[src/core/sad_pkg.sv]
// constants for the system address decoder
package sad_pkg;
  localparam int ADDR_W = 32;
  localparam logic [31:0] SLOW_BASE_0 = 32'h0000_0000;
  localparam logic [31:0] SLOW_BASE_1 = 32'h0400_0000;
  localparam logic [31:0] SLOW_BASE_2 = 32'h0800_0000;
  localparam logic [31:0] SLOW_BASE_3 = 32'h0C00_0000;
  localparam logic [31:0] SLOW_SIZE = 32'h0200_0000;
  localparam logic [31:0] SDRAM_BASE = 32'h1000_0000;
  localparam logic [31:0] SDRAM_SIZE = 32'h0400_0000;
  localparam logic [31:0] SRAM_BASE = 32'h2000_0000;
  localparam logic [31:0] SRAM_WINDOW = 32'h0008_0000;
  localparam logic [31:0] SRAM_FILLED = 32'h0003_0000;
  localparam logic [31:0] HPORT_RAM_BASE = 32'hE000_0000;
  localparam logic [31:0] HPORT_RAM_SIZE = 32'h0100_0000;
  localparam logic [31:0] HPORT_REG_BASE = 32'hE102_0000;
  localparam logic [31:0] HPORT_REG_SIZE = 32'h0000_0004;
  localparam logic [31:0] PUB_SEG_BASE = 32'hFFFB_0000;
  localparam logic [31:0] PRIV_SEG_BASE = 32'hFFFE_0000;
  localparam logic [31:0] SEG_SIZE = 32'h0002_0000;
  localparam int PERIPH_SLOT_BITS = 11;
  localparam logic [1:0] SZ_8 = 2'h0;
  localparam logic [1:0] SZ_16 = 2'h1;
  localparam logic [1:0] SZ_32 = 2'h2;
  localparam logic [2:0] ALLOW_ALL = 3'h7;
  localparam logic [2:0] ALLOW_8_16 = 3'h3;
  localparam logic [2:0] ALLOW_16_32 = 3'h6;
  localparam logic [2:0] ALLOW_16 = 3'h2;
  localparam logic [1:0] SWAP_IDX_A = 2'h0;
  localparam logic [1:0] SWAP_IDX_B = 2'h3;
  typedef enum logic [2:0] {
    TGT_NONE, TGT_SLOW, TGT_SDRAM, TGT_SRAM, TGT_PUB, TGT_PRIV, TGT_HPORT
  } sad_target_t;
  typedef enum {BOOT_WAIT, BOOT_HELD} sad_boot_st_t;
endpackage : sad_pkg

[src/core/sad_window.sv]
// one address window hit detector with width check
`timescale 1ns/1ns
module sad_window #(
  parameter logic [31:0] BASE = 32'h0,
  parameter logic [31:0] SIZE = 32'h1,
  parameter logic [2:0] ALLOW = 3'h7
) (
  input wire logic [31:0] addr,
  input wire logic [1:0] size,
  output logic hit,
  output logic width_ok
);
  wire logic [31:0] offset = addr - BASE;
  assign hit = (addr >= BASE) && (offset < SIZE);
  assign width_ok = (size <= sad_pkg::SZ_32) ? ALLOW[size] : 1'b0;
endmodule : sad_window

[src/core/sad_boot_latch.sv]
// boot select capture, held from reset release onward
`timescale 1ns/1ns
module sad_boot_latch (
  input wire logic clk,
  input wire logic rst,
  input wire logic boot_select_pin,
  output logic boot_level_field
);
  sad_pkg::sad_boot_st_t state_r;
  logic level_r;
  always_ff @(posedge clk)
  begin
    if (rst)
    begin
      state_r <= sad_pkg::BOOT_WAIT;
      level_r <= boot_select_pin;
    end
    else
    begin
      case (state_r)
        sad_pkg::BOOT_WAIT: state_r <= sad_pkg::BOOT_HELD;
        sad_pkg::BOOT_HELD: state_r <= sad_pkg::BOOT_HELD;
        default: state_r <= sad_pkg::BOOT_HELD;
      endcase
    end
  end
  assign boot_level_field = level_r;
  chk_boot_stays_put: assert property (@(posedge clk) disable iff (rst)
    $stable(level_r)) else $error("boot level changed after reset");
endmodule : sad_boot_latch

[src/core/sad_decoder.sv]
// system address decoder: request address to target selection
// Operation
// - four slow-memory chip selects, each covering a 32 MB window
// - SDRAM window of 64 MB at 1000_0000 goes to fast interface
// - internal SRAM window 512 KB, only first 192 KB at 2000_0000 routed
// - boot select high during reset swaps chip select 0 and 3 spaces
// - captured boot level is readable as the boot level field
// - boot level captured only at reset, later pin changes ignored
// - SDRAM and SRAM are selected internally, no external select pin
// - chip selects at 0000_0000, 0400_0000, 0800_0000, 0C00_0000 with gaps
// - widths 8/16/32 for selects and SRAM, only 8/16 for SDRAM
// - peripherals in public and private segments, 2 KB per peripheral
// - host-port RAM 16 MB at E000_0000, 16/32-bit accesses
// - host-port registers E102_0000..E102_0003, 16-bit accesses
`timescale 1ns/1ns
module sad_decoder (
  input wire logic clk,
  input wire logic rst,
  input wire logic boot_select_pin,
  input wire logic req_valid,
  input wire logic [31:0] req_addr,
  input wire logic [1:0] req_size,
  output logic [3:0] slow_select,
  output logic slow_memory_interface_sel,
  output logic sdram_sel,
  output logic sram_sel,
  output logic public_periph_strobe,
  output logic private_periph_strobe,
  output logic dsp_host_port_sel,
  output logic [31:0] sel_offset,
  output logic [4:0] periph_slot,
  output logic width_err,
  output logic unmapped,
  output logic boot_level_field
);
  // ----------------------------------------
  // boot capture
  // ----------------------------------------
  logic boot_lvl;
  sad_boot_latch u_boot (
    .clk(clk),
    .rst(rst),
    .boot_select_pin(boot_select_pin),
    .boot_level_field(boot_lvl)
  );

  // ----------------------------------------
  // window hits
  // ----------------------------------------
  localparam logic [31:0] SLOW_BASES [4] = '{sad_pkg::SLOW_BASE_0, sad_pkg::SLOW_BASE_1,
    sad_pkg::SLOW_BASE_2, sad_pkg::SLOW_BASE_3};
  wire logic [3:0] cs_hit;
  wire logic [3:0] cs_ok;
  genvar gi;
  generate
    for (gi = 0; gi < 4; gi++)
    begin : g_cs
      sad_window #(.BASE(SLOW_BASES[gi]), .SIZE(sad_pkg::SLOW_SIZE),
        .ALLOW(sad_pkg::ALLOW_ALL)) u_win (
        .addr(req_addr),
        .size(req_size),
        .hit(cs_hit[gi]),
        .width_ok(cs_ok[gi])
      );
    end
  endgenerate
  wire logic sd_hit, sd_ok, sr_hit, sr_ok, hr_hit, hr_ok, hg_hit, hg_ok;
  wire logic pub_hit, pub_ok, prv_hit, prv_ok;
  sad_window #(.BASE(sad_pkg::SDRAM_BASE), .SIZE(sad_pkg::SDRAM_SIZE),
    .ALLOW(sad_pkg::ALLOW_8_16)) u_sd (
    .addr(req_addr),
    .size(req_size),
    .hit(sd_hit),
    .width_ok(sd_ok)
  );
  sad_window #(.BASE(sad_pkg::SRAM_BASE), .SIZE(sad_pkg::SRAM_FILLED),
    .ALLOW(sad_pkg::ALLOW_ALL)) u_sr (
    .addr(req_addr),
    .size(req_size),
    .hit(sr_hit),
    .width_ok(sr_ok)
  );
  sad_window #(.BASE(sad_pkg::HPORT_RAM_BASE), .SIZE(sad_pkg::HPORT_RAM_SIZE),
    .ALLOW(sad_pkg::ALLOW_16_32)) u_hr (
    .addr(req_addr),
    .size(req_size),
    .hit(hr_hit),
    .width_ok(hr_ok)
  );
  sad_window #(.BASE(sad_pkg::HPORT_REG_BASE), .SIZE(sad_pkg::HPORT_REG_SIZE),
    .ALLOW(sad_pkg::ALLOW_16)) u_hg (
    .addr(req_addr),
    .size(req_size),
    .hit(hg_hit),
    .width_ok(hg_ok)
  );
  sad_window #(.BASE(sad_pkg::PUB_SEG_BASE), .SIZE(sad_pkg::SEG_SIZE),
    .ALLOW(sad_pkg::ALLOW_ALL)) u_pub (
    .addr(req_addr),
    .size(req_size),
    .hit(pub_hit),
    .width_ok(pub_ok)
  );
  sad_window #(.BASE(sad_pkg::PRIV_SEG_BASE), .SIZE(sad_pkg::SEG_SIZE),
    .ALLOW(sad_pkg::ALLOW_ALL)) u_prv (
    .addr(req_addr),
    .size(req_size),
    .hit(prv_hit),
    .width_ok(prv_ok)
  );

  // ----------------------------------------
  // boot swap and selection
  // ----------------------------------------
  // swap bits 0 and 3 when boot level is high
  wire logic [3:0] cs_map = boot_lvl ? {cs_hit[0], cs_hit[2:1], cs_hit[3]} : cs_hit;
  wire logic [3:0] cs_ok_any = cs_ok & cs_hit;
  wire logic any_cs = |cs_hit;
  wire logic hport_hit = hr_hit | hg_hit;
  wire logic any_hit = any_cs | sd_hit | sr_hit | hport_hit | pub_hit | prv_hit;
  wire logic w_ok = (|cs_ok_any) | (sd_hit & sd_ok) | (sr_hit & sr_ok) | (hr_hit & hr_ok)
    | (hg_hit & hg_ok) | (pub_hit & pub_ok) | (prv_hit & prv_ok);
  wire logic go = req_valid & any_hit;
  // offset is taken against the physical window, before the swap
  logic [1:0] cs_sel_idx;
  wire logic [31:0] cs_base = SLOW_BASES[cs_sel_idx];
  always_comb
  begin
    cs_sel_idx = 2'h0;
    for (int i = 0; i < 4; i++)
      if (cs_hit[i])
        cs_sel_idx = 2'(i);
  end
  wire logic [31:0] base_sel = any_cs ? cs_base
    : sd_hit ? sad_pkg::SDRAM_BASE
    : sr_hit ? sad_pkg::SRAM_BASE
    : hr_hit ? sad_pkg::HPORT_RAM_BASE
    : hg_hit ? sad_pkg::HPORT_REG_BASE
    : pub_hit ? sad_pkg::PUB_SEG_BASE
    : prv_hit ? sad_pkg::PRIV_SEG_BASE : 32'h0000_0000;
  wire logic [31:0] off_nxt = go ? req_addr - base_sel : 32'h0000_0000;
  wire logic [16:0] seg_off = 17'(req_addr - base_sel);
  wire logic [4:0] slot_nxt = (go & (pub_hit | prv_hit))
    ? seg_off[sad_pkg::PERIPH_SLOT_BITS +: 5] : 5'h00;

  // ----------------------------------------
  // output registers
  // ----------------------------------------
  logic [3:0] slow_select_r;
  // each output is its own flop, so no decode glitch reaches a pin
  logic sdram_sel_r, sram_sel_r, pub_r, prv_r, hport_r, werr_r, unm_r;
  logic sms_r;
  logic [31:0] off_r;
  logic [4:0] slot_r;
  always_ff @(posedge clk)
  begin
    if (rst)
    begin
      slow_select_r <= 4'h0;
      sms_r <= 1'b0;
      sdram_sel_r <= 1'b0;
      sram_sel_r <= 1'b0;
      pub_r <= 1'b0;
      prv_r <= 1'b0;
      hport_r <= 1'b0;
      werr_r <= 1'b0;
      unm_r <= 1'b0;
      off_r <= 32'h0000_0000;
      slot_r <= 5'h00;
    end
    else
    begin
      slow_select_r <= req_valid ? cs_map : 4'h0;
      sms_r <= req_valid & any_cs;
      sdram_sel_r <= req_valid & sd_hit;
      sram_sel_r <= req_valid & sr_hit;
      pub_r <= req_valid & pub_hit;
      prv_r <= req_valid & prv_hit;
      hport_r <= req_valid & hport_hit;
      werr_r <= go & ~w_ok;
      unm_r <= req_valid & ~any_hit;
      off_r <= off_nxt;
      slot_r <= slot_nxt;
    end
  end
  assign slow_select = slow_select_r;
  assign slow_memory_interface_sel = sms_r;
  assign sdram_sel = sdram_sel_r;
  assign sram_sel = sram_sel_r;
  assign public_periph_strobe = pub_r;
  assign private_periph_strobe = prv_r;
  assign dsp_host_port_sel = hport_r;
  assign sel_offset = off_r;
  assign periph_slot = slot_r;
  assign width_err = werr_r;
  assign unmapped = unm_r;
  assign boot_level_field = boot_lvl;

  // ----------------------------------------
  // checks: window routing
  // ----------------------------------------
  chk_sdram_window: assert property (@(posedge clk) disable iff (rst)
    req_valid && req_addr >= 32'h1000_0000 && req_addr <= 32'h13FF_FFFF |=> sdram_sel
  ) else $error("sdram window missed");
  chk_sram_filled: assert property (@(posedge clk) disable iff (rst)
    req_valid && req_addr >= 32'h2003_0000 && req_addr <= 32'h2007_FFFF |=> !sram_sel && unmapped
  ) else $error("unpopulated sram selected");
  chk_sram_hit: assert property (@(posedge clk) disable iff (rst)
    req_valid && req_addr >= 32'h2000_0000 && req_addr <= 32'h2002_FFFF
      |=> sram_sel && !unmapped
  ) else $error("populated sram missed");
  chk_cs_swap: assert property (@(posedge clk) disable iff (rst)
    req_valid && req_addr < 32'h0200_0000
      |=> slow_select == (boot_level_field ? 4'h8 : 4'h1)
  ) else $error("boot swap wrong");
  chk_cs3_swap: assert property (@(posedge clk) disable iff (rst)
    req_valid && req_addr >= 32'h0C00_0000 && req_addr <= 32'h0DFF_FFFF
      |=> slow_select == (boot_level_field ? 4'h1 : 4'h8)
  ) else $error("boot swap wrong on the top window");
  chk_cs1_window: assert property (@(posedge clk) disable iff (rst)
    req_valid && req_addr >= 32'h0400_0000 && req_addr <= 32'h05FF_FFFF
      |=> slow_select == 4'h2 && slow_memory_interface_sel
  ) else $error("chip select 1 window missed");
  chk_cs2_window: assert property (@(posedge clk) disable iff (rst)
    req_valid && req_addr >= 32'h0800_0000 && req_addr <= 32'h09FF_FFFF
      |=> slow_select == 4'h4 && sel_offset == $past(req_addr) - 32'h0800_0000
  ) else $error("chip select 2 window wrong");
  chk_cs_gap: assert property (@(posedge clk) disable iff (rst)
    req_valid && req_addr[25] && req_addr < 32'h1000_0000 |=> slow_select == 4'h0 && unmapped
  ) else $error("gap selected a chip");
  chk_slow_or: assert property (@(posedge clk) disable iff (rst)
    slow_memory_interface_sel == (|slow_select)
  ) else $error("slow interface select disagrees with chip selects");
  chk_no_ext_select: assert property (@(posedge clk) disable iff (rst)
    sdram_sel || sram_sel |-> slow_select == 4'h0 && !slow_memory_interface_sel
  ) else $error("chip select raised for an internal decode");
  chk_one_target: assert property (@(posedge clk) disable iff (rst)
    $onehot0({|slow_select, sdram_sel, sram_sel, public_periph_strobe,
      private_periph_strobe, dsp_host_port_sel, unmapped})
  ) else $error("more than one target");
  chk_hport_regs: assert property (@(posedge clk) disable iff (rst)
    req_valid && req_addr >= 32'hE102_0000 && req_addr <= 32'hE102_0003 |=> dsp_host_port_sel
  ) else $error("host-port registers missed");
  chk_hport_reg_end: assert property (@(posedge clk) disable iff (rst)
    req_valid && req_addr == 32'hE102_0004 |=> unmapped && !dsp_host_port_sel
  ) else $error("host-port register range too long");
  chk_hport_io_gap: assert property (@(posedge clk) disable iff (rst)
    req_valid && req_addr[31:17] == 15'h7080
      |=> unmapped && !dsp_host_port_sel
  ) else $error("undecoded host-port space selected");
  chk_periph_slot: assert property (@(posedge clk) disable iff (rst)
    req_valid && req_addr[31:16] == 16'hFFFB
      |=> public_periph_strobe && periph_slot == $past(req_addr[15:11])
  ) else $error("public slot wrong");
  chk_pub_seg_top: assert property (@(posedge clk) disable iff (rst)
    req_valid && req_addr[31:16] == 16'hFFFC
      |=> public_periph_strobe && !private_periph_strobe
  ) else $error("upper public segment missed");
  chk_priv_seg: assert property (@(posedge clk) disable iff (rst)
    req_valid && req_addr >= 32'hFFFE_0000
      |=> private_periph_strobe && periph_slot == $past(req_addr[15:11])
  ) else $error("private slot wrong");
  chk_reserved_hole: assert property (@(posedge clk) disable iff (rst)
    req_valid && req_addr[31:16] == 16'hFFFD
      |=> unmapped && !public_periph_strobe && !private_periph_strobe
  ) else $error("reserved peripheral hole selected");

  // ----------------------------------------
  // checks: widths, offsets and idle cycles
  // ----------------------------------------
  chk_sdram_width: assert property (@(posedge clk) disable iff (rst)
    req_valid && req_size == 2'h2 && req_addr[31:26] == 6'h04 |=> width_err
  ) else $error("32-bit sdram not flagged");
  chk_sdram_narrow: assert property (@(posedge clk) disable iff (rst)
    req_valid && req_size <= 2'h1 && req_addr[31:26] == 6'h04 |=> sdram_sel && !width_err
  ) else $error("narrow sdram access flagged");
  chk_cs_widths: assert property (@(posedge clk) disable iff (rst)
    req_valid && req_size <= 2'h2 && req_addr[31:28] == 4'h0 && !req_addr[25]
      |=> slow_memory_interface_sel && !width_err
  ) else $error("legal chip select width flagged");
  chk_hport_ram: assert property (@(posedge clk) disable iff (rst)
    req_valid && req_addr[31:24] == 8'hE0 && req_size == 2'h0 |=> dsp_host_port_sel && width_err
  ) else $error("host-port byte access not flagged");
  chk_hport_ram_ok: assert property (@(posedge clk) disable iff (rst)
    req_valid && req_addr[31:24] == 8'hE0 && (req_size == 2'h1 || req_size == 2'h2)
      |=> dsp_host_port_sel && !width_err && sel_offset == {8'h00, $past(req_addr[23:0])}
  ) else $error("host-port ram access wrong");
  chk_hport_reg_width: assert property (@(posedge clk) disable iff (rst)
    req_valid && req_addr[31:2] == 30'h3840_8000 && req_size == 2'h1
      |=> dsp_host_port_sel && !width_err
  ) else $error("16-bit host-port register access flagged");
  chk_unmapped_quiet: assert property (@(posedge clk) disable iff (rst)
    unmapped |-> !width_err && sel_offset == 32'h0000_0000 && periph_slot == 5'h00
  ) else $error("unmapped request carries a width error or offset");
  chk_idle_quiet: assert property (@(posedge clk) disable iff (rst)
    !req_valid |=> !slow_memory_interface_sel && !sdram_sel && !sram_sel && !unmapped
      && !public_periph_strobe && !private_periph_strobe && !dsp_host_port_sel
  ) else $error("select raised without a request");
endmodule : sad_decoder

[config.mk]
export PLATFORM = sky130hd
export DESIGN_NAME = sad_decoder
export DESIGN_NICKNAME = d
export VERILOG_FILES = /design/src/core/sad_pkg.sv /design/src/core/sad_window.sv /design/src/core/sad_boot_latch.sv /design/src/core/sad_decoder.sv
export SDC_FILE = /design/constraint.sdc
export NUM_CORES = 1
export LEC_CHECK = 0
export ABC_AREA = 1
export BUFFER_PORTS_ARGS = -buffer_cell sky130_fd_sc_hd__buf_4
export CORE_MARGIN = 5
export CORE_UTILIZATION = 55
export CTS_CLUSTER_SIZE = 40
export DETAILED_ROUTE_END_ITERATION = 8
export GPL_TIMING_DRIVEN = 1
export HOLD_SLACK_MARGIN = 0.15
export MAX_ROUTING_LAYER = met4
export PLACE_DENSITY = 0.88
export SLEW_MARGIN = 25
export SYNTH_ARGS = -nofsm -noshare
export SYNTH_HDL_FRONTEND = slang
export SYNTH_SLANG_ARGS = --single-unit
[constraint.sdc]
create_clock -name clk -period 3.75 [get_ports clk]
set_input_delay 0.375 -clock clk [delete_from_list [all_inputs] [get_ports clk]]
set_output_delay 0.375 -clock clk [all_outputs]
set_load 0.02 [all_outputs]
Yosys cells after proc, flatten, opt, wreduce, memory -nomap -nowiden
Cells that the tools add are included.
Widths: inputs -> output; s select.
{"block": "totals", "regBits": 50, "input_bits": 38, "out_inout_bits": 50, "wordCells": 122}
{"block": "classes", "addsub": 10, "order_cmp": 23, "muxes": 26, "n_bitwise": 36, "reduce_logical": 15}
{"op": "$mux 32", "count": 9}
{"op": "$ge 32x32->1 const B", "count": 4}
{"op": "$lt 32x26->1 const B", "count": 4}
{"op": "$sub 32x32->32 const B", "count": 4}
{"op": "$lt 32x18->1 const B", "count": 3}
{"op": "$bmux 32 s2", "count": 1}
{"op": "$ge 32x28->1 const B", "count": 2}
{"op": "$sub 32x28->32 const B", "count": 2}
{"op": "$ge 32x1->1 const B", "count": 1}
{"op": "$ge 32x27->1 const B", "count": 1}
{"op": "$ge 32x29->1 const B", "count": 1}
{"op": "$ge 32x30->1 const B", "count": 1}
{"op": "$lt 32x25->1 const B", "count": 1}
{"op": "$lt 32x27->1 const B", "count": 1}
{"op": "$lt 32x3->1 const B", "count": 1}
{"op": "$sub 32x27->32 const B", "count": 1}
{"op": "$sub 32x29->32 const B", "count": 1}
{"op": "$sub 32x30->32 const B", "count": 1}
{"op": "$sub 32x32->32", "count": 1}
{"op": "$and 1x1->1", "count": 16}
{"op": "$or 1x1->1", "count": 13}
{"op": "$logic_and 1x1->1", "count": 10}
{"op": "$mux 1", "count": 9}
{"op": "$bmux 1 s2", "count": 4}
{"op": "other kinds (10)", "count": 18}

Longest topological paths before layout
Gate-level depths: netlist of the first run.
{"block": "depth", "word_depth": 13, "depth_mapped": 24, "ltp_nobuf": 23}

Hierarchy
A second synthesis of the first run with hierarchy kept.
{"block": "hier_totals", "cells_unflattened": 650, "hier_area_um2": 3798.6}
{"module": "sad_decoder", "n_inst": 1, "cells_per_inst": 348, "area_each_um2": 2416.1}
{"module": "sad_window at u_hg", "n_inst": 1, "cells_per_inst": 97, "area_each_um2": 434.2}
{"module": "sad_window at u_prv", "n_inst": 1, "cells_per_inst": 80, "area_each_um2": 377.9}
{"module": "sad_window at u_pub", "n_inst": 1, "cells_per_inst": 39, "area_each_um2": 161.4}
{"module": "sad_window at u_sr", "n_inst": 1, "cells_per_inst": 30, "area_each_um2": 125.1}
{"module": "sad_window at g_cs[2].u_win", "n_inst": 1, "cells_per_inst": 14, "area_each_um2": 66.3}
{"module": "sad_window at u_hr", "n_inst": 1, "cells_per_inst": 11, "area_each_um2": 62.6}
{"module": "sad_window at g_cs[1].u_win", "n_inst": 1, "cells_per_inst": 8, "area_each_um2": 36.3}
{"module": "sad_boot_latch", "n_inst": 1, "cells_per_inst": 1, "area_each_um2": 30.0}
{"module": "sad_window at g_cs[0].u_win", "n_inst": 1, "cells_per_inst": 8, "area_each_um2": 30.0}
{"module": "sad_window at g_cs[3].u_win", "n_inst": 1, "cells_per_inst": 7, "area_each_um2": 30.0}
{"module": "sad_window at u_sd", "n_inst": 1, "cells_per_inst": 7, "area_each_um2": 28.8}

Worst setup path after synthesis of the first run
OpenSTA, ideal clock, no wires.
{"block": "synth_path", "path_kind": "input port to flip-flop", "start": "input port req_addr[17]", "end": "register off_r[25], in the netlist sel_offset[25]", "setup_time_ps": 66, "arrival_time_ps": 3147, "required_time_ps": 3684, "slack_ps": 537, "cell_stages": 22, "cell_sequence": "inv_1 -> ha_1 -> nor2_1 -> nand3_1 -> nor2_1 -> nand2_1 -> nor2_1 -> nand3_1 -> nor2_2 -> nand2_2 -> nand2_4 -> inv_1 -> nand2_1 -> inv_1 -> ha_1 -> nand2_1 -> nor3_1 -> nor2_1 -> o21ai_0 -> a31oi_1 -> or2_2 -> a21oi_2"}
{"block": "synth_via", "elab_chain_cells": 12, "elab_cells_between_ends": 64}
{"element": "from (decl)", "line": "sad_decoder.sv:21", "rtl": "input wire logic [31:0] req_addr,"}
{"element": "$sub 32x27->32 / $sub 32x28->32 (equally long branches)", "line": "sad_window.sv:13", "rtl": "wire logic [31:0] offset = addr - BASE;"}
{"element": "$lt 32x26->1", "line": "sad_window.sv:14", "rtl": "assign hit = (addr >= BASE) && (offset < SIZE);"}
{"element": "$logic_and 1x1->1", "line": "sad_window.sv:14"}
{"element": "$mux 1 / $reduce_or 4->1 (equally long branches)", "line": "sad_decoder.sv:131, sad_decoder.sv:118"}
{"element": "$mux 2 / $or 1x1->1 (equally long branches) (2 in series)", "line": "sad_decoder.sv:131, sad_decoder.sv:120"}
{"element": "$not 2->3 (not written as such) / $or 1x1->1 (equally long branches)", "line": "sad_decoder.sv:126, sad_decoder.sv:120"}
{"element": "$bmux 32 s2 / $or 1x1->1 (equally long branches)", "line": "sad_decoder.sv:126, sad_decoder.sv:120"}
{"element": "$mux 32 (not written as such) / $or 1x1->1 (equally long branches)", "line": "sad_decoder.sv:126, sad_decoder.sv:120"}
{"element": "$mux 32 (not written as such) / $and 1x1->1 (equally long branches)", "line": "sad_decoder.sv:126, sad_decoder.sv:123"}
{"element": "$mux 32 / $not 1->1 (equally long branches)"}
{"element": "$sub 32x32->32 / $reduce_or 2->1 (equally long branches)"}
{"element": "to (signal assigned)", "line": "sad_decoder.sv:182", "rtl": "off_r <= off_nxt;"}
{"element": "to (decl)", "line": "sad_decoder.sv:153", "rtl": "logic [31:0] off_r;"}
Parallel ways exist; a longest one is shown, timed or not. The select of a mux whose other input is x is not followed.
A chain may end at the register's enable or synchronous reset.

Worst setup path in the final report of the first run
{"block": "layout_path", "start": "input port req_addr[17]", "end": "register off_r[29], in the netlist sel_offset[29]"}
The elaborated chain is that of the path after synthesis.

==> run metrics, run 1 <==
Mean Syn Cell Area 6.44 sq um; Final HPWL DP 8600 um; max_slew headroom 52.0%; count leader, synth nand2_1; type of destination of the critical path register; clock latency at the later pin of the worst-skew pair 0.30 ns; post-route setup TNS 0 ns; vias in the first global route 3956; critical path required time 3.99 ns; final worst path period share 90.9%; internal reg-to-reg setup slack 2.97 ns; initial core utilization 57.5%; worst hold path depth 1; Async SR Flop Fraction 0%; DR vias 4031; post-detailed-route count of antenna-violating nets 0; Largest register FFs 32; CTS Sinks 50; R2R depth 2; Site Rows 29; Area Growth Syn to Fin 21.7%; leakage 2.31 nW; wirelength, routed 10800 um; first drt pass iteration count 4; final period demand of the worst path 3.41 ns; CTS tree yes; chip width 91.9 um; fin area 4490 sq um; post-synth cell types 38; Nets 727; pin count of the biggest net entering global routing 33; Routability Congestion 1.04; Worst-path clk slew 0.09 ns; hold_sp boot_select_pin; total CTS buffers 5; proportion of layout cells with a drive suffix above 1 22.1%; flops & latches, synth 50; sequential share of the synthesized area 27.4%; Yosys top cell area share 26.6%; first-iteration detailed-routing DRC count 300; EDFF count, synth 1; Synth warnings 0; crit path max fanout 7; fill count 539; grt total ovfl 0; Slew @ Worst Pin 0.713 ns; hold buffers post-CTS 0; H-tree depth 2; number of gates resized after CTS 0; dominant cell type by area after synthesis dfxtp_1; pwr dens 258 nW/um^2; Reg-to-Reg End slow_select[0]$_SDFF_PP0_; slowest cell on the critical path or2_2; Final Setup Violations 0; worst min-delay path class in -> reg; CTS Root Cell clkbuf_8; die area 8450 sq um; Die Y 91.9 um; Critical Path Max Stage Delay 0.29 ns; Mapped Nets 640; Mapped Cells 573; GRT Util Overall 26.0%; Peak Freq 293 MHz; register area 1010 sq um; Post-Syn Area 3690 sq um; crit path DAT 3.65 ns; antenna violations before repair 0; most frequent cells after synthesis nand2_1 (133), nor2_1 (100), inv_1 (82); wire length per cell 14.6 um; Final Skew 0.000180 ns; vias per std cell 5.46; synth top area cells dfxtp_1 (27%), nand2_1 (14%), nor2_1 (10%), ha_1 (9.5%), inv_1 (8.3%); status finished clean; first-pass GRT wire length 17700 um; RR Startpoint u_boot.boot_level_field$_DFFE_PP_; Placed Instance Area 4390 sq um; WHS Endpoint u_boot.boot_level_field$_DFFE_PP_; Setup Fix Bufs, Post-CTS 0; critical path class in -> reg; CP startpoint req_addr[17]; crit-path cells buf_4 -> inv_1 -> buf_4 -> ha_1 -> nand3_1 -> nand2_1 -> nand2_1 -> nand3_1 -> nand3_1 -> nor2_1 -> nand3_2 -> nand2_1 -> inv_1 -> ha_1 -> nand2_1 -> o21ai_0 -> nand3_1 -> nand4_1 -> a31oi_1 -> or2_2 -> a21oi_2; Bufs and invs on worst path 4; port bufs 87; crit-path leading delay family simple AND/OR/NAND/NOR gates; core region area 6420 sq um; worst vdd ir 0.139 mV; Synth Flop Type dfxtp_1; buffer depth of the longest clock path 2; Slew Viols, Final 0; Max Cap Viol 0; IO Pins 88; number of inserted diodes 0; RSZ-0062 raised after global routing no; Startpoint Class input port; Final Hold Fails 0; # DRC 0; multi-input logic area 2260 sq um
-- how the worst max path moves through the flow --
stage	endpoint	slack [ns]	depth (start not counted)
finish	sel_offset[29]$_SDFF_PP0_	0.34	21
global route	sel_offset[29]$_SDFF_PP0_	0.01	22
CTS	sel_offset[29]$_SDFF_PP0_	0.41	22
detailed placement	sel_offset[29]$_SDFF_PP0_	0.10	22
global placement	sel_offset[25]$_SDFF_PP0_	0.24	23
floorplan	sel_offset[25]$_SDFF_PP0_	0.54	22
-- metrics by stage --
step	power (W)	utilization [%]	hold slack (ns)	cells	setup slack, ns
floorplan	0.000721	-	0.474	573	0.537
global placement	0.000801	68.3	0.500	730	0.240
detailed placement	0.000810	68.3	0.506	730	0.102
CTS	0.00115	70.0	0.237	738	0.413
global route	0.00121	70.0	0.231	738	0.00987
finish	0.00116	70.0	0.238	738	0.340
-- report_power, final --
part / internal (W) / switching (W)
sequential: 0.000537 / 0.00000179
clock: 0.000173 / 0.000180
combinational: 0.0000982 / 0.000167
total: 0.000809 / 0.000349
-- cell type report --
class                   instances  share of cell area, %
multi-input cells             425                   50.3
flip-flops and latches         50                   22.5
repair buffers                 94                   15.7
inverters                      84                   7.02
well taps                      77                   2.14
clock buffers                   6                   2.09
clock inverters                 2                  0.306
-- worst register-to-register path: stages (launching register included) --
cell	delay (ns)
edfxtp_1	0.43
o21ai_0	0.19
a21oi_1	0.06
-- logic make-up (layout without fill, tap and decap cells) --
group | after synthesis | after routing | synth area share (%)
flops | 50 | 50 | 27.4
buf+inv | 98 | 186 | 11.5
fa+ha+maj | 29 | 29 | 10.0
compound gates | 60 | 60 | 9.62
xor+xnor | 6 | 6 | 1.42
simple gates | 330 | 330 | 40.1
-- metal layers --
| layer | vias up | global-route usage, % | part of all wire (%) | routed length [um] |
|---|---|---|---|---|
| met2 | 227 | 45.3 | 49 | 5270 |
| met4 | 0 | 13.0 | 4.5 | 486 |
| met5 | - | - | 0 | 0 |
| li1 | 1980 | - | - | - |
| met1 | 1774 | 28.2 | 38 | 4070 |
| met3 | 50 | 5.24 | 8.9 | 958 |
-- placed cells by master, fill, tap and decap left out, drive strengths merged --
cell,synthesis,layout
nand2,140,140
nor2,118,118
buf,13,94
inv,83,84
dfxtp,49,49
nand3,37,37
a21oi,29,29
ha,28,28
o21ai,18,18
nand4,12,12
nor3,9,9
or2,7,7
clkbuf,1,6
nor4,5,5
xor2,5,5
a31oi,4,4
o21bai,3,3
a211oi,2,2
clkinv,1,2
nand3b,1,1
and3,1,1
a21o,1,1
o211a,1,1
o22ai,1,1
o31ai,1,1
xnor2,1,1
fa,1,1
edfxtp,1,1
(Power assumes the default switching activity.)
==> run 2, diff against run 1 <==
--- a/config.mk
+++ b/config.mk
@@ -6,16 +6,16 @@
 export NUM_CORES = 1
 export LEC_CHECK = 0
 export ABC_AREA = 1
-export BUFFER_PORTS_ARGS = -buffer_cell sky130_fd_sc_hd__buf_4
 export CORE_MARGIN = 5
-export CORE_UTILIZATION = 55
+export CORE_UTILIZATION = 60
 export CTS_CLUSTER_SIZE = 40
 export DETAILED_ROUTE_END_ITERATION = 8
+export DONT_BUFFER_PORTS = 1
 export GPL_TIMING_DRIVEN = 1
 export HOLD_SLACK_MARGIN = 0.15
 export MAX_ROUTING_LAYER = met4
-export PLACE_DENSITY = 0.88
-export SLEW_MARGIN = 25
+export PLACE_DENSITY = 0.82
+export RECOVER_POWER = 25
 export SYNTH_ARGS = -nofsm -noshare
 export SYNTH_HDL_FRONTEND = slang
 export SYNTH_SLANG_ARGS = --single-unit
==> run 2 against run 1 <==
Register-to-register slack lost 0.16 ns. Sequential share of layout area grew 4.2 points. Critical path type unchanged. Non-clock buffer count shrank 93. Routed wire length shrank 13%. Global-route usage shrank 1.0 points. Critical path depth grew 1. Clock power shrank 1%. Worst hold slack lost 0.075 ns. Largest power group unchanged.
==> run metrics, run 2 (same netlist as run 1, synthesis figures left out) <==
most frequent cells in the layout nand2_1 (133), nor2_1 (100), inv_1 (82), dfxtp_1 (49), nand3_1 (33); post-route setup TNS 0 ns; Peak Freq 299 MHz; crit path DAT 3.58 ns; crit-path cells ha_1 -> nand3_1 -> nor2_1 -> nand2_1 -> nand2_1 -> nand2_1 -> nor2_1 -> nand2_1 -> nor2_2 -> nand2_2 -> nand2_4 -> inv_1 -> nand2_1 -> inv_1 -> ha_1 -> nand2_1 -> o21ai_0 -> nand3_1 -> nand4_1 -> a31oi_1 -> or2_2 -> a21oi_2; antenna violations before repair 0; post-detailed-route count of antenna-violating nets 0; CTS Root Cell clkbuf_8; Final Hold Fails 0; wirelength, routed 9330 um; total CTS buffers 5; buffer depth of the longest clock path 2; final worst path period share 89.2%; Post-Layout Cell Count 643; CTS tree yes; RSZ-0062 raised after global routing no; wire length per cell 14.5 um; IO Pins 88; Routability Congestion 0.945; Startpoint Class input port; Placed Instance Area 3690 sq um; register area 1010 sq um; # placed instances 635; Slew Viols, Final 0; critical path class in -> reg; cell mode on critical path nand2_1; proportion of layout cells with a drive suffix above 1 9.33%; leakage 1.83 nW; die area 7820 sq um; pwr dens 284 nW/um^2; pin count of the biggest net entering global routing 33; GRT Util Overall 25.0%; clock latency at the later pin of the worst-skew pair 0.30 ns; Final HPWL DP 7610 um; hold buffers post-CTS 0; fill count 552; H-tree depth 2; grt total ovfl 0; crit path max fanout 9; final period demand of the worst path 3.35 ns; vias in the first global route 3378; Nets 634; vias per std cell 5.52; CTS Sinks 50; port bufs 0; chip width 88.4 um; Final Skew 0.000121 ns; Area Growth Syn to Fin 2.74%; Setup Fix Bufs, Post-CTS 0; type of destination of the critical path register; core region area 5960 sq um; Critical Path Max Stage Delay 0.33 ns; Die Y 88.4 um; fin area 3790 sq um; hold slack final 0.163 ns; Slew @ Worst Pin 0.602 ns; # DRC 0; number of inserted diodes 0; Worst-path clk slew 0.09 ns; Largest register FFs 32; slowest cell on the critical path o21ai_0; DR vias 3548; Final Power 0.00108 W; first-pass GRT wire length 15300 um; number of gates resized after CTS 0; critical path required time 3.99 ns; Max Cap Viol 0; first drt pass iteration count 5; initial core utilization 62.0%; first-iteration detailed-routing DRC count 206; Site Rows 28; commonest non-fill, non-tap cell in the layout nand2_1; multi-input logic area 2260 sq um; Final Setup Violations 0; worst min-delay path class in -> reg; status finished clean; max_slew headroom 59.5%; worst vdd ir 0.306 mV
run 2: where the power goes:
part           total, W  internal [W]  switching [W]
clock network  0.000349      0.000173       0.000176
registers      0.000546      0.000537     0.00000859
logic          0.000184     0.0000645       0.000119
run 2: per-layer routing:
layer  vias up  part of all wire, %  global-route usage, %
li1       1797                    -                      -
met1      1567                   39                   28.9
met2       159                   50                   44.1
met3        25                  9.3                   4.38
met4         0                  2.2                   7.42
met5         -                    0                      -
run 2: metrics by stage:
| step | worst slack (ns) | util, % |
|---|---|---|
| after floorplan | 0.537 | - |
| after global placement | 0.231 | 61.9 |
| after detailed placement | 0.145 | 61.9 |
| after CTS | 0.447 | 63.7 |
| after global routing | 0.00866 | 63.7 |
| final | 0.404 | 63.7 |
run 2: cell type report:
type                       instances  area share, %
sequential                        50           26.6
timing repair buffer               1          0.198
inverter                          84           8.31
clock buffer                       6           2.47
multi-input combinational        425           59.5
clock inverter                     2          0.363
tap                               75           2.47
run 2: final timing paths:
kind | start | to | slack, ns | depth (start not counted)
worst min register to register | u_boot.boot_level_field$_DFFE_PP_ | slow_select[0]$_SDFF_PP0_ | 0.66 | 1
worst max-delay path | req_addr[17] | sel_offset[29]$_SDFF_PP0_ | 0.40 | 22
worst max register to register | u_boot.boot_level_field$_DFFE_PP_ | slow_select[3]$_SDFF_PP0_ | 2.81 | 3
worst min-delay path | boot_select_pin | u_boot.boot_level_field$_DFFE_PP_ | 0.16 | 0
run 2: critical path, delay by kind of cell:
kind,cells,cell delay [ns]
AO/OA/AOI/OAI,3,0.56
adder cells (fa/ha/maj),2,0.50
buffers and inverters,2,0.23
AND/OR/NAND/NOR,15,1.93
==> run 3, diff against run 2 <==
--- a/config.mk
+++ b/config.mk
@@ -6,15 +6,18 @@
 export NUM_CORES = 1
 export LEC_CHECK = 0
 export ABC_AREA = 1
+export CELL_PAD_IN_SITES_DETAIL_PLACEMENT = 1
+export CELL_PAD_IN_SITES_GLOBAL_PLACEMENT = 1
+export CORE_ASPECT_RATIO = 1.5
 export CORE_MARGIN = 5
-export CORE_UTILIZATION = 60
+export CORE_UTILIZATION = 44
 export CTS_CLUSTER_SIZE = 40
 export DETAILED_ROUTE_END_ITERATION = 8
 export DONT_BUFFER_PORTS = 1
 export GPL_TIMING_DRIVEN = 1
 export HOLD_SLACK_MARGIN = 0.15
 export MAX_ROUTING_LAYER = met4
-export PLACE_DENSITY = 0.82
+export PLACE_DENSITY = 0.86
 export RECOVER_POWER = 25
 export SYNTH_ARGS = -nofsm -noshare
 export SYNTH_HDL_FRONTEND = slang
==> run 3 against run 2 <==
Critical path depth shrank 2. Via count grew 5.6%. Cell area grew 3.0%. Power grew 13%. Critical endpoint is now sel_offset[25]$_SDFF_PP0_. Highest routed layer unchanged.
==> run metrics, run 3 (same netlist as run 1, synthesis figures left out) <==
type of destination of the critical path register; Largest register FFs 32; Final Skew 0.000310 ns; Area Growth Syn to Fin 5.83%; chip width 84.8 um; crit path max fanout 9; antenna violations before repair 0; final worst path period share 88.6%; met1 GRT Util 22.3%; Bufs and invs on worst path 1; DR vias 3748; Final HPWL DP 10200 um; leakage 1.86 nW; fill count 1177; H-tree depth 2; Routability Congestion 0.977; Max Cap Viol 0; pwr dens 313 nW/um^2; CTS Root Cell clkbuf_16; busiest layer in global routing met2; buffer depth of the longest clock path 2; CTS Sinks 50; wirelength, routed 12400 um; Peak Freq 301 MHz; critical path required time 3.97 ns; IO Pins 88; worst min-delay path class in -> reg; critical path class in -> reg; pin count of the biggest net entering global routing 33; total CTS buffers 5; Site Rows 41; CTS tree yes; cell mode on critical path nand2_1; Final Hold Fails 0; core region area 8310 sq um; most frequent cells in the layout nand2_1 (133), nor2_1 (99), inv_1 (82), dfxtp_1 (49), nand3_1 (32); vias in the first global route 4024; Final Setup Violations 0; Critical Path Max Stage Delay 0.42 ns; clock latency at the later pin of the worst-skew pair 0.29 ns; post-detailed-route count of antenna-violating nets 0; met3 GRT Util 4.40%; first drt pass iteration count 4; Final Power 0.00122 W; Die Y 122 um; crit path DAT 3.54 ns; final period demand of the worst path 3.32 ns; slowest cell on the critical path ha_1; number of inserted diodes 0; Slew Viols, Final 0; Worst-path clk slew 0.06 ns; met2 Use GR 46.8%; die area 10400 sq um; Nets 635; wire length per cell 18.3 um; # DRC 0; crit-path leading delay family simple AND/OR/NAND/NOR gates; port bufs 0; initial core utilization 44.4%; Setup Fix Bufs, Post-CTS 0; Startpoint Class input port; first-iteration detailed-routing DRC count 79; commonest non-fill, non-tap cell in the layout nand2_1; max_slew headroom 53.3%; worst vdd ir 0.289 mV; vias per std cell 5.54; proportion of layout cells with a drive suffix above 1 9.84%; GRT Util Overall 24.7%; Post-Layout Cell Count 676; first-pass GRT wire length 19700 um; crit-path cells ha_1 -> nand3_1 -> nor2_2 -> nand2_1 -> nand2_1 -> nand2_1 -> nor2_1 -> nand2_1 -> nor2_2 -> nand2_2 -> nand2_4 -> inv_1 -> ha_1 -> nand2_1 -> o21ai_0 -> nor2_1 -> o21ai_0 -> a31oi_1 -> or2_2 -> a21oi_2; status finished clean; Slew @ Worst Pin 0.694 ns; grt total ovfl 0; # placed instances 668
run 3: cell types whose count changed in the layout (fill, tap and decap cells not counted), sizes merged:
cell / delta
inv: -1
clkinvlp: +1
clkbuf: +1
clkinv: -1
buf: +1
run 3: per-layer routing:
metal	part of all wire (%)	vias to the layer above
met5	0	-
met4	6.2	0
met3	5.1	44
met2	54	143
met1	35	1765
li1	-	1796
run 3: worst paths after layout:
check | from | end | slack (ns) | cells after the start
min | boot_select_pin | u_boot.boot_level_field$_DFFE_PP_ | 0.18 | 0
min reg2reg | u_boot.boot_level_field$_DFFE_PP_ | slow_select[0]$_SDFF_PP0_ | 0.65 | 1
max | req_addr[17] | sel_offset[25]$_SDFF_PP0_ | 0.43 | 20
max reg2reg | u_boot.boot_level_field$_DFFE_PP_ | slow_select[3]$_SDFF_PP0_ | 2.82 | 3
run 3: stage by stage:
stage / util (%) / setup WS, ns / hold slack (ns) / cell area, sq um / setup TNS, ns
final: 47.0 / 0.426 / 0.178 / 3910 / 0
after global routing: 47.0 / -0.0292 / 0.169 / 3910 / -0.0362
after CTS: 46.9 / 0.307 / 0.176 / 3890 / 0
after detailed placement: 44.9 / -0.000616 / 0.474 / 3730 / -0.000616
after global placement: 44.9 / 0.187 / 0.474 / 3730 / 0
after floorplan: - / 0.537 / 0.474 / 3690 / 0
run 3: final cells by class:
type,count,area [sq um],area share [%]
Timing Repair Buffer,2,15.0,0.384
Clock inverter,1,7.51,0.192
Tap cell,107,134,3.43
Multi-Input combinational cell,425,2270,58.1
Inverter,84,315,8.07
Sequential cell,50,1010,25.9
Clock buffer,7,154,3.94
run 3: repair_timing:
action | 4_1_cts | 5_1_grt
resized for setup | 0 | 4
hold buffers | 0 | 0
endpoints found under the setup margin | 0 | 4
endpoints found under the hold margin | 0 | 0
run 3: power by group:
part | switching, W | internal [W]
logic | 0.000132 | 0.0000672
registers | 0.00000869 | 0.000538
clock network | 0.000188 | 0.000288
total | 0.000329 | 0.000893
